--- config.mk ---
export PLATFORM = sky130hd
export DESIGN_NAME = pin_mux_top
export DESIGN_NICKNAME = d
export VERILOG_FILES = /design/src/pin_mux_pkg.sv /design/src/sel_reg_file.sv /design/src/pair_decode.sv /design/src/pin_mux_top.sv
export SDC_FILE = /design/constraint.sdc
export NUM_CORES = 1
export LEC_CHECK = 0
export ABC_CLOCK_PERIOD_IN_PS = 2500
export BUFFER_PORTS_ARGS = -buffer_cell sky130_fd_sc_hd__clkbuf_2
export CAP_MARGIN = 5
export CORE_ASPECT_RATIO = 1.5
export CORE_MARGIN = 3
export CORE_UTILIZATION = 50
export DETAILED_ROUTE_END_ITERATION = 6
export PLACE_DENSITY_LB_ADDON = 0.3
export SYNTH_ARGS = -nofsm -noshare
export SYNTH_HDL_FRONTEND = slang
export SYNTH_HIERARCHICAL = 1
export SYNTH_SLANG_ARGS = --single-unit
export TNS_END_PERCENT = 1
--- constraint.sdc ---
create_clock -name aclk -period 2.5 [get_ports aclk]
set_input_delay 0.5 -clock aclk [delete_from_list [all_inputs] [get_ports aclk]]
set_output_delay 0.5 -clock aclk [all_outputs]
set_load 0.01 [all_outputs]
--- src/pin_mux_pkg.sv ---
// package with register map, field layout and function codes of the pin mux
package pin_mux_pkg;

    // =========================================================
    // register map
    localparam logic [31:0] sel_one_addr  = 32'h5000_1208;
    localparam logic [31:0] sel_two_addr  = 32'h5000_120c;
    localparam logic [31:0] sel_one_reset = 32'h3f61_1389;
    localparam logic [31:0] sel_two_reset = 32'h002e_aa00;
    localparam int          addr_lsb      = 2;
    localparam int          word_bits     = 10;

    // =========================================================
    // field layout of the first select register
    localparam int grp0_lsb = 0;   // pair_group_zero, pins 1:0
    localparam int grp1_lsb = 4;   // pair_group_one, pins 3:2
    localparam int grp2_lsb = 8;   // pair_group_two, pins 5:4
    localparam int grp3_lsb = 12;  // pins 7:6
    localparam int grp4_lsb = 16;  // pins 9:8
    localparam int fld_w    = 4;
    // second register: pins 11:10, port c, pin 15
    localparam int grp5_lsb = 20;
    localparam int grp5_w   = 3;
    localparam int grpc_lsb = 24;
    localparam int grpc_w   = 2;
    localparam int grpj_lsb = 30;
    localparam int grpj_w   = 2;

    // =========================================================
    // function codes
    localparam logic [3:0] fn_analog     = 4'h0;
    localparam logic [3:0] fn_i2cm_grp0  = 4'h5;
    localparam logic [3:0] fn_i2cm_grp2  = 4'h5;
    localparam logic [3:0] fn_i2cm_grp4  = 4'h4;
    localparam logic [3:0] fn_analog_lo  = 4'h6;
    localparam logic [3:0] fn_analog_lo2 = 4'h7;
    localparam logic [3:0] fn_analog_g0  = 4'h7;
    localparam logic [3:0] fn_analog_g0b = 4'h8;
    localparam logic [3:0] fn_gpio_a     = 4'h8;
    localparam logic [3:0] fn_gpio_b     = 4'h9;
    localparam logic [3:0] fn_gpio_c     = 4'ha;
    localparam logic [2:0] fn_gpio5_a    = 3'h6;  // pins 11:10 plain gpio
    localparam logic [2:0] fn_gpio5_b    = 3'h7;  // pins 11:10 plain gpio
    localparam logic [1:0] fn_pin15_a    = 2'h2;
    localparam logic [1:0] fn_pin15_b    = 2'h3;

    localparam int n_pins = 16;
    localparam logic [1:0] resp_okay   = 2'h0;
    localparam logic [1:0] resp_slverr = 2'h2;

    // per-pin routing result
    typedef struct packed {
        logic [n_pins-1:0] use_gpio;    // pin belongs to software gpio
        logic [n_pins-1:0] use_i2cm;    // pin carries i2c master
        logic [3:0]        analog_en;   // converter input on port a 3:0
    } route_t;

    // axi-lite write request carrier
    typedef struct packed {
        logic [31:0] addr;
        logic [31:0] data;
        logic [3:0]  strb;
    } wr_req_t;

    // function-select register pair
    typedef struct packed {
        logic [31:0] sel_one;
        logic [31:0] sel_two;
    } sel_regs_t;

    // apply byte strobes to a word
    function automatic logic [31:0] merge_strb(input logic [31:0] old_v,
                                               input logic [31:0] new_v,
                                               input logic [3:0]  strb);
        logic [31:0] res;
        res = old_v;
        for (int i = 0; i < 4; i++) begin
            if (strb[i]) begin
                res[i*8 +: 8] = new_v[i*8 +: 8];
            end
        end
        return res;
    endfunction

    // word address match ignoring byte offset
    function automatic logic addr_hit(input logic [31:0] a, input logic [31:0] ref_a);
        return a[31:addr_lsb] == ref_a[31:addr_lsb];
    endfunction

endpackage

--- src/sel_reg_file.sv ---
// holds the two function-select registers with byte-lane writes
`timescale 1ns/1ps
module sel_reg_file
    import pin_mux_pkg::*;
(
    input  wire logic      aclk,
    input  wire logic      aresetn,
    input  wire logic      wr_en,
    input  wire wr_req_t   wr_req,
    input  wire logic      rd_en,
    input  wire logic [31:0] rd_addr,
    output logic [31:0]    rd_data_r,
    output sel_regs_t      regs_r
);

    typedef struct packed {
        sel_regs_t   regs;
        logic [31:0] rdat;
    } state_t;

    state_t st_r;
    state_t st_nxt;

    // =========================================================
    // next state
    always_comb begin
        st_nxt = st_r;
        if (wr_en && addr_hit(wr_req.addr, sel_one_addr)) begin
            st_nxt.regs.sel_one = merge_strb(st_r.regs.sel_one, wr_req.data, wr_req.strb);
        end
        if (wr_en && addr_hit(wr_req.addr, sel_two_addr)) begin
            st_nxt.regs.sel_two = merge_strb(st_r.regs.sel_two, wr_req.data, wr_req.strb);
        end
        if (rd_en) begin
            if (addr_hit(rd_addr, sel_one_addr)) begin
                st_nxt.rdat = st_r.regs.sel_one;
            end else if (addr_hit(rd_addr, sel_two_addr)) begin
                st_nxt.rdat = st_r.regs.sel_two;
            end else begin
                st_nxt.rdat = 32'h0000_0000;
            end
        end
    end

    // =========================================================
    // registers, reset values loaded synchronously
    always_ff @(posedge aclk) begin
        if (!aresetn) begin
            st_r.regs.sel_one <= sel_one_reset;
            st_r.regs.sel_two <= sel_two_reset;
            st_r.rdat         <= 32'h0000_0000;
        end else begin
            st_r <= st_nxt;
        end
    end

    assign rd_data_r = st_r.rdat;
    assign regs_r    = st_r.regs;

endmodule // sel_reg_file

--- src/pair_decode.sv ---
// decodes one 4-bit pair field into gpio and i2c master flags
`timescale 1ns/1ps
module pair_decode
    import pin_mux_pkg::*;
#(
    parameter logic [3:0] i2cm_code = 4'h5,
    parameter logic       has_i2cm  = 1'b1
)(
    input  wire logic [3:0] field,
    output logic            gpio,
    output logic            i2cm
);

    // one field drives both pins of the pair together
    always_comb begin
        gpio = (field == fn_gpio_a) || (field == fn_gpio_b);
        i2cm = has_i2cm && (field == i2cm_code);
    end

endmodule // pair_decode

--- src/pin_mux_top.sv ---
// pin-pair function multiplexer with axi4-lite register access
// Operation
// - sixteen muxable pins: port a 0-11, port c 6-8, port a 15
// - port a pins 0-3 can be set as converter analog inputs
// - i2c master only on port a pairs 1:0, 5:4, 9:8
// - one field value sets both pins of a pair together, except analog codes 7/8 on pins 1:0 and 6/7 on pins 3:2 (lower pin only)
// - value 5 in first register bits 11:8 puts i2c master on pins 5:4
// - group 0 is pins 1:0, group 1 pins 3:2, group 2 pins 5:4
// - first select register at 0x50001208 resets to 0x3f611389
// - second select register at 0x5000120c resets to 0x002eaa00
// - jtag clock pin usable as port a pin 15 when selected
`timescale 1ns/1ps
module pin_mux_top
    import pin_mux_pkg::*;
(
    input  wire logic        aclk,
    input  wire logic        aresetn,
    input  wire logic [31:0] s_axi_awaddr,
    input  wire logic        s_axi_awvalid,
    output logic             s_axi_awready,
    input  wire logic [31:0] s_axi_wdata,
    input  wire logic [3:0]  s_axi_wstrb,
    input  wire logic        s_axi_wvalid,
    output logic             s_axi_wready,
    output logic [1:0]       s_axi_bresp,
    output logic             s_axi_bvalid,
    input  wire logic        s_axi_bready,
    input  wire logic [31:0] s_axi_araddr,
    input  wire logic        s_axi_arvalid,
    output logic             s_axi_arready,
    output logic [31:0]      s_axi_rdata,
    output logic [1:0]       s_axi_rresp,
    output logic             s_axi_rvalid,
    input  wire logic        s_axi_rready,
    output logic [11:0]      port_a_gpio_sel,
    output logic             pin15_gpio_sel,
    output logic [2:0]       port_c_gpio_sel,
    output logic [11:0]      port_a_i2cm_sel,
    output logic [3:0]       analog_in_en,
    output logic [31:0]      sel_one_applied,
    output logic [31:0]      sel_two_applied
);

    // =========================================================
    // module state
    typedef enum logic [2:0] {
        wr_idle = 3'b001,
        wr_exec = 3'b010,
        wr_resp = 3'b100
    } wr_state_t;

    typedef enum logic [2:0] {
        rd_idle = 3'b001,
        rd_exec = 3'b010,
        rd_resp = 3'b100
    } rd_state_t;

    typedef struct packed {
        wr_state_t   wst;
        rd_state_t   rst;
        logic        aw_have;
        logic        w_have;
        wr_req_t     wreq;
        logic [31:0] raddr;
        logic        awready;
        logic        wready;
        logic        arready;
        logic        bvalid;
        logic [1:0]  bresp;
        logic        rvalid;
        logic [1:0]  rresp;
        logic [31:0] rdata;
        route_t      route;
        logic [2:0]  portc;
        logic        pin15;
        sel_regs_t   applied;
    } state_t;

    state_t st_r;
    state_t st_nxt;

    logic        wr_en;
    logic        rd_en;
    logic [31:0] rd_data_w;
    sel_regs_t   regs_w;
    logic [5:0]  g_gpio;
    logic [5:0]  g_i2cm;
    logic [3:0]  g5_field;

    // pins 11:10 have a 3-bit field; fold its two gpio codes onto the common one
    assign g5_field = ((regs_w.sel_two[grp5_lsb +: grp5_w] == fn_gpio5_a) ||
                       (regs_w.sel_two[grp5_lsb +: grp5_w] == fn_gpio5_b)) ? fn_gpio_a : fn_analog;

    // =========================================================
    // register storage
    sel_reg_file u_regs (
        .aclk      (aclk),
        .aresetn   (aresetn),
        .wr_en     (wr_en),
        .wr_req    (st_r.wreq),
        .rd_en     (rd_en),
        .rd_addr   (st_r.raddr),
        .rd_data_r (rd_data_w),
        .regs_r    (regs_w)
    );

    // =========================================================
    // pair decoders, group index = pin pair / 2
    pair_decode #(.i2cm_code(fn_i2cm_grp0), .has_i2cm(1'b1)) u_g0 (
        .field (regs_w.sel_one[grp0_lsb +: fld_w]),
        .gpio  (g_gpio[0]),
        .i2cm  (g_i2cm[0])
    );
    pair_decode #(.i2cm_code(fn_i2cm_grp0), .has_i2cm(1'b0)) u_g1 (
        .field (regs_w.sel_one[grp1_lsb +: fld_w]),
        .gpio  (g_gpio[1]),
        .i2cm  (g_i2cm[1])
    );
    pair_decode #(.i2cm_code(fn_i2cm_grp2), .has_i2cm(1'b1)) u_g2 (
        .field (regs_w.sel_one[grp2_lsb +: fld_w]),
        .gpio  (g_gpio[2]),
        .i2cm  (g_i2cm[2])
    );
    pair_decode #(.i2cm_code(fn_i2cm_grp0), .has_i2cm(1'b0)) u_g3 (
        .field (regs_w.sel_one[grp3_lsb +: fld_w]),
        .gpio  (g_gpio[3]),
        .i2cm  (g_i2cm[3])
    );
    pair_decode #(.i2cm_code(fn_i2cm_grp4), .has_i2cm(1'b1)) u_g4 (
        .field (regs_w.sel_one[grp4_lsb +: fld_w]),
        .gpio  (g_gpio[4]),
        .i2cm  (g_i2cm[4])
    );
    pair_decode #(.i2cm_code(fn_i2cm_grp0), .has_i2cm(1'b0)) u_g5 (
        .field (g5_field),
        .gpio  (g_gpio[5]),
        .i2cm  (g_i2cm[5])
    );

    // =========================================================
    // bus handshake and routing next state
    always_comb begin
        logic [3:0] f0;
        logic [3:0] f1;
        logic [1:0] fj;
        logic [1:0] fc;
        f0     = regs_w.sel_one[grp0_lsb +: fld_w];
        f1     = regs_w.sel_one[grp1_lsb +: fld_w];
        fj     = regs_w.sel_two[grpj_lsb +: grpj_w];
        fc     = regs_w.sel_two[grpc_lsb +: grpc_w];
        st_nxt = st_r;
        wr_en  = 1'b0;
        rd_en  = 1'b0;

        // write channel: address and data taken in either order
        case (st_r.wst)
            wr_idle: begin
                st_nxt.awready = !st_r.aw_have;
                st_nxt.wready  = !st_r.w_have;
                if (s_axi_awvalid && st_r.awready) begin
                    st_nxt.wreq.addr = s_axi_awaddr;
                    st_nxt.aw_have   = 1'b1;
                    st_nxt.awready   = 1'b0;
                end
                if (s_axi_wvalid && st_r.wready) begin
                    st_nxt.wreq.data = s_axi_wdata;
                    st_nxt.wreq.strb = s_axi_wstrb;
                    st_nxt.w_have    = 1'b1;
                    st_nxt.wready    = 1'b0;
                end
                if (st_nxt.aw_have && st_nxt.w_have) begin
                    st_nxt.awready = 1'b0;
                    st_nxt.wready  = 1'b0;
                    st_nxt.wst     = wr_exec;
                end
            end
            wr_exec: begin
                wr_en          = 1'b1;
                st_nxt.bvalid  = 1'b1;
                st_nxt.bresp   = (addr_hit(st_r.wreq.addr, sel_one_addr) ||
                                  addr_hit(st_r.wreq.addr, sel_two_addr)) ? resp_okay : resp_slverr;
                st_nxt.aw_have = 1'b0;
                st_nxt.w_have  = 1'b0;
                st_nxt.wst     = wr_resp;
            end
            wr_resp: begin
                if (s_axi_bready) begin
                    st_nxt.bvalid  = 1'b0;
                    st_nxt.awready = 1'b1;
                    st_nxt.wready  = 1'b1;
                    st_nxt.wst     = wr_idle;
                end
            end
            default: begin
                st_nxt.wst = wr_idle;
            end
        endcase

        // read channel: one cycle to fetch, then answer
        case (st_r.rst)
            rd_idle: begin
                st_nxt.arready = 1'b1;
                if (s_axi_arvalid && st_r.arready) begin
                    st_nxt.raddr   = s_axi_araddr;
                    st_nxt.arready = 1'b0;
                    st_nxt.rst     = rd_exec;
                end
            end
            rd_exec: begin
                rd_en      = 1'b1;
                st_nxt.rst = rd_resp;
            end
            rd_resp: begin
                if (!st_r.rvalid) begin
                    st_nxt.rvalid = 1'b1;
                    st_nxt.rdata  = rd_data_w;
                    st_nxt.rresp  = (addr_hit(st_r.raddr, sel_one_addr) ||
                                     addr_hit(st_r.raddr, sel_two_addr)) ? resp_okay : resp_slverr;
                end else if (s_axi_rready) begin
                    st_nxt.rvalid  = 1'b0;
                    st_nxt.arready = 1'b1;
                    st_nxt.rst     = rd_idle;
                end
            end
            default: begin
                st_nxt.rst = rd_idle;
            end
        endcase

        // pin routing from current register contents
        for (int g = 0; g < 6; g++) begin
            st_nxt.route.use_gpio[2*g +: 2] = {2{g_gpio[g]}};
            st_nxt.route.use_i2cm[2*g +: 2] = {2{g_i2cm[g]}};
        end
        st_nxt.route.use_gpio[15:12] = 4'h0;
        st_nxt.route.use_i2cm[15:12] = 4'h0;
        // jtag clock pin becomes port a pin 15
        st_nxt.pin15 = (fj == fn_pin15_a) || (fj == fn_pin15_b);
        // port c pins take software gpio when their field is non-zero
        st_nxt.portc = {3{fc != 2'h0}};
        // converter inputs on port a 3:0
        st_nxt.route.analog_en[1:0] = (f0 == fn_analog) ? 2'b11 :
                                      ((f0 == fn_analog_g0 || f0 == fn_analog_g0b) ? 2'b01 : 2'b00);
        st_nxt.route.analog_en[3:2] = (f1 == fn_analog) ? 2'b11 :
                                      ((f1 == fn_analog_lo || f1 == fn_analog_lo2) ? 2'b01 : 2'b00);
        st_nxt.applied = regs_w;
    end

    // =========================================================
    // state register
    always_ff @(posedge aclk) begin
        if (!aresetn) begin
            st_r         <= '0;
            st_r.wst     <= wr_idle;
            st_r.rst     <= rd_idle;
            st_r.applied <= {sel_one_reset, sel_two_reset};
        end else begin
            st_r <= st_nxt;
        end
    end

    // =========================================================
    // outputs, all from flip-flops
    assign s_axi_awready   = st_r.awready;
    assign s_axi_wready    = st_r.wready;
    assign s_axi_bvalid    = st_r.bvalid;
    assign s_axi_bresp     = st_r.bresp;
    assign s_axi_arready   = st_r.arready;
    assign s_axi_rvalid    = st_r.rvalid;
    assign s_axi_rresp     = st_r.rresp;
    assign s_axi_rdata     = st_r.rdata;
    assign port_a_gpio_sel = st_r.route.use_gpio[11:0];
    assign port_a_i2cm_sel = st_r.route.use_i2cm[11:0];
    assign analog_in_en    = st_r.route.analog_en;
    assign pin15_gpio_sel  = st_r.pin15;
    assign port_c_gpio_sel = st_r.portc;
    assign sel_one_applied = st_r.applied.sel_one;
    assign sel_two_applied = st_r.applied.sel_two;

endmodule // pin_mux_top

==> out/results.tsv <==
stage	metric	value	unit
run_status	status	finished, final reports clean	
yosys	Cells after Synth	1412	
clocking	htree depth	1	
clocking	CTS Root Cell	clkbuf_16	
flow_run	Max Cap Violations	0	
sta	Final Skew	0.01132	ns
sta	Max-Slew Margin vs Limit	34.65	%
min_path	end of the worst hold path	st_r[230]	
clocking	CTS resizes	0	
clocking	CTS sink cnt	321	
routing	via count	9233	
sta	Period Utilization, post-route	84.97	%
critical_path	R2R cell count	6	
sta	Total Neg Setup Slack	0	ns
place	routability cong.	0.8296	
place	port bufs	237	
sta	final setup fails	0	
floorplanning	die area	29260	um2
layout	layout overhead on the synthesized area	9.686	%
grt	vias in the first global route	9360	
yosys	Post-Syn Area	13600	um2
min_path	Hold Crit Start	s_axi_awaddr[17]	
place	DP HPWL	19530	um
floorplanning	IO Pins	244	
grt	grt total ovfl	0	
sta	WHS	0.1635	ns
clocking	Clock Latency Late Sink	0.55	ns
min_path	worst hold path type	input port to register	
critical_path	WS Path Type	register to register	
min_path	worst hold path depth	3	
grt	largest net degree at the start of global routing	142	
critical_path	Worst setup EP type	register	
critical_path	Critical Path RT	2.97	ns
routing	WL/cell	15.79	um
clocking	Num CTS Buffers	29	
critical_path	critical-path maximum fanout	8	
pwr	power density over cell area	701.3	nW/um2
sta	Final Max Slew Viols	0	
sta	Max Fclk	470.8	MHz
grt	antenna violations before repair	0	
critical_path	R2R Setup Slk	0.38	ns
grt	first-pass GRT wire length	47130	um
floorplanning	Cell Rows	73	
yosys	Mapped Avg Cell Area	9.633	um2
yosys	Syn. warnings	6	
clocking	CTS tree	built	
clocking	Post CTS Setup Buffer Count	0	
floorplanning	Initial Util	51.00	%
sta	Tightest Pin Transition	0.9802	ns
layout	layout cells sized above 1	25.73	%
pwr	Total Power	10460	uW
floorplanning	Die Height	208	um
routing	Detailed Route Iter0 Violations	386	
clocking	clock buffer depth	3	
routing	Pre-antenna DRT Iters	5	
sta	RSZ-0062 raised after global routing	no	
pwr	peak supply drop	0.0005450	V
sta	Min Clock Period, post-route	2.124	ns
critical_path	Reg2Reg Capture Point	u_regs/regs_r[27]	
sta	Fin. Hold Viols	0	
pwr	Pleak	0.006075	uW
floorplanning	Core Region	26670	um2
routing	# DRC	0	
layout	Layout Nets	1587	
layout	final core utilization	55.94	%
floorplanning	die extent in x	140.7	um
clocking	Clock transition at path regs	0.06	ns
routing	Antenna Violating Nets Remaining	0	
routing	Via density	5.026	
routing	Detailed Route WL	29010	um
critical_path	crit path DAT	2.60	ns
grt	Tot GR Track Use	19.42	%
critical_path	Reg2Reg Launch Point	st_r[251]	
clocking	# hold bufs at CTS	0	
layout	Inserted Diodes	0	
critical_path	Critical Path Source Type	register	
metrics by stage:
step | setup slack, ns | std cells | instance area, um2
finish | 0.3757 | 1837 | 14920
global route | 0.1976 | 1837 | 14920
global placement | 0.4330 | 1786 | 13980
floorplan | 0.5873 | 1415 | 13610
CTS | 0.3657 | 1837 | 14920
detailed placement | 0.3832 | 1786 | 13980
worst max-delay path by stage:
stage	startpoint	end	slack, ns	cells past startpoint
5_1_grt	st_r[252]	u_regs/regs_r[55]	0.20	8
3_3_place_gp	st_r[252]	u_regs/regs_r[19]	0.43	7
3_5_place_dp	st_r[251]	u_regs/regs_r[21]	0.38	6
2_1_floorplan	st_r[252]	u_regs/regs_r[32]	0.59	7
6_report	st_r[251]	u_regs/regs_r[27]	0.38	6
4_1_cts	st_r[251]	u_regs/regs_r[21]	0.37	6
routing by layer:
layer | vias up | routed length (um) | global-route usage (%) | share of wire [%]
met5 | - | 0 | 0 | 0
met4 | 0 | 702 | 5.617 | 2.4
met3 | 46 | 1893 | 3.932 | 6.5
met2 | 227 | 14380 | 34.69 | 50
met1 | 4295 | 12030 | 23.45 | 41
li1 | 4665 | - | - | -
layout by cell type, fill, tap and decap left out, types with 5 or more instances in the layout:
master and n:
dfxtp_1 320, clkbuf_2 236, buf_12 5, mux2_2 20, nor2_1 10, nor4_1 9, nor3_1 5, nor2b_1 79
clkinv_2 7, nand4_4 5, a21boi_2 30, a21boi_1 65, nand2_1 332, mux2_1 12, nor4b_1 8, nand2b_1 26
mux2i_1 65, a21oi_1 8, buf_4 12, clkbuf_16 29, clkbuf_8 6, clkbuf_1 5, a21boi_0 34, o211a_1 5
inv_1 5, conb_1 7, and2_1 59, nor4_4 5, nand4_1 5, a32o_1 32
critical path, cell delays in order, from the launching register on:
cell and delay (ns):
dfxtp_1 0.45, nand2_1 0.20, inv_1 0.11, nor4b_4 0.29, and4_2 0.43, nand4_4 0.29
mux2i_1 0.26
layout make-up:
type,instances,area (um2)
clock buffers,40,827.0
clock inverters,11,110.1
well taps,337,421.7
fillers,2405,11750
inverters,5,18.77
flip-flops and latches,321,6427
repair buffers,254,1386
multi-input cells,869,5728
state kept, by name (all words and copies together) (netlist names), 4 cells and up:
signal and cells:
analog_in_en 4, port_a_gpio_sel 6, port_a_i2cm_sel 6, s_axi_rdata 32
sel_one_applied 32, sel_two_applied 32, st_r 104, u_regs/rd_data_r 32
u_regs/regs_r 64
where the power goes:
part           switching, uW  internal (uW)
registers                124           5240
clock network           1870           2500
logic                    409            313
Power figures use the tool's default switching activity.
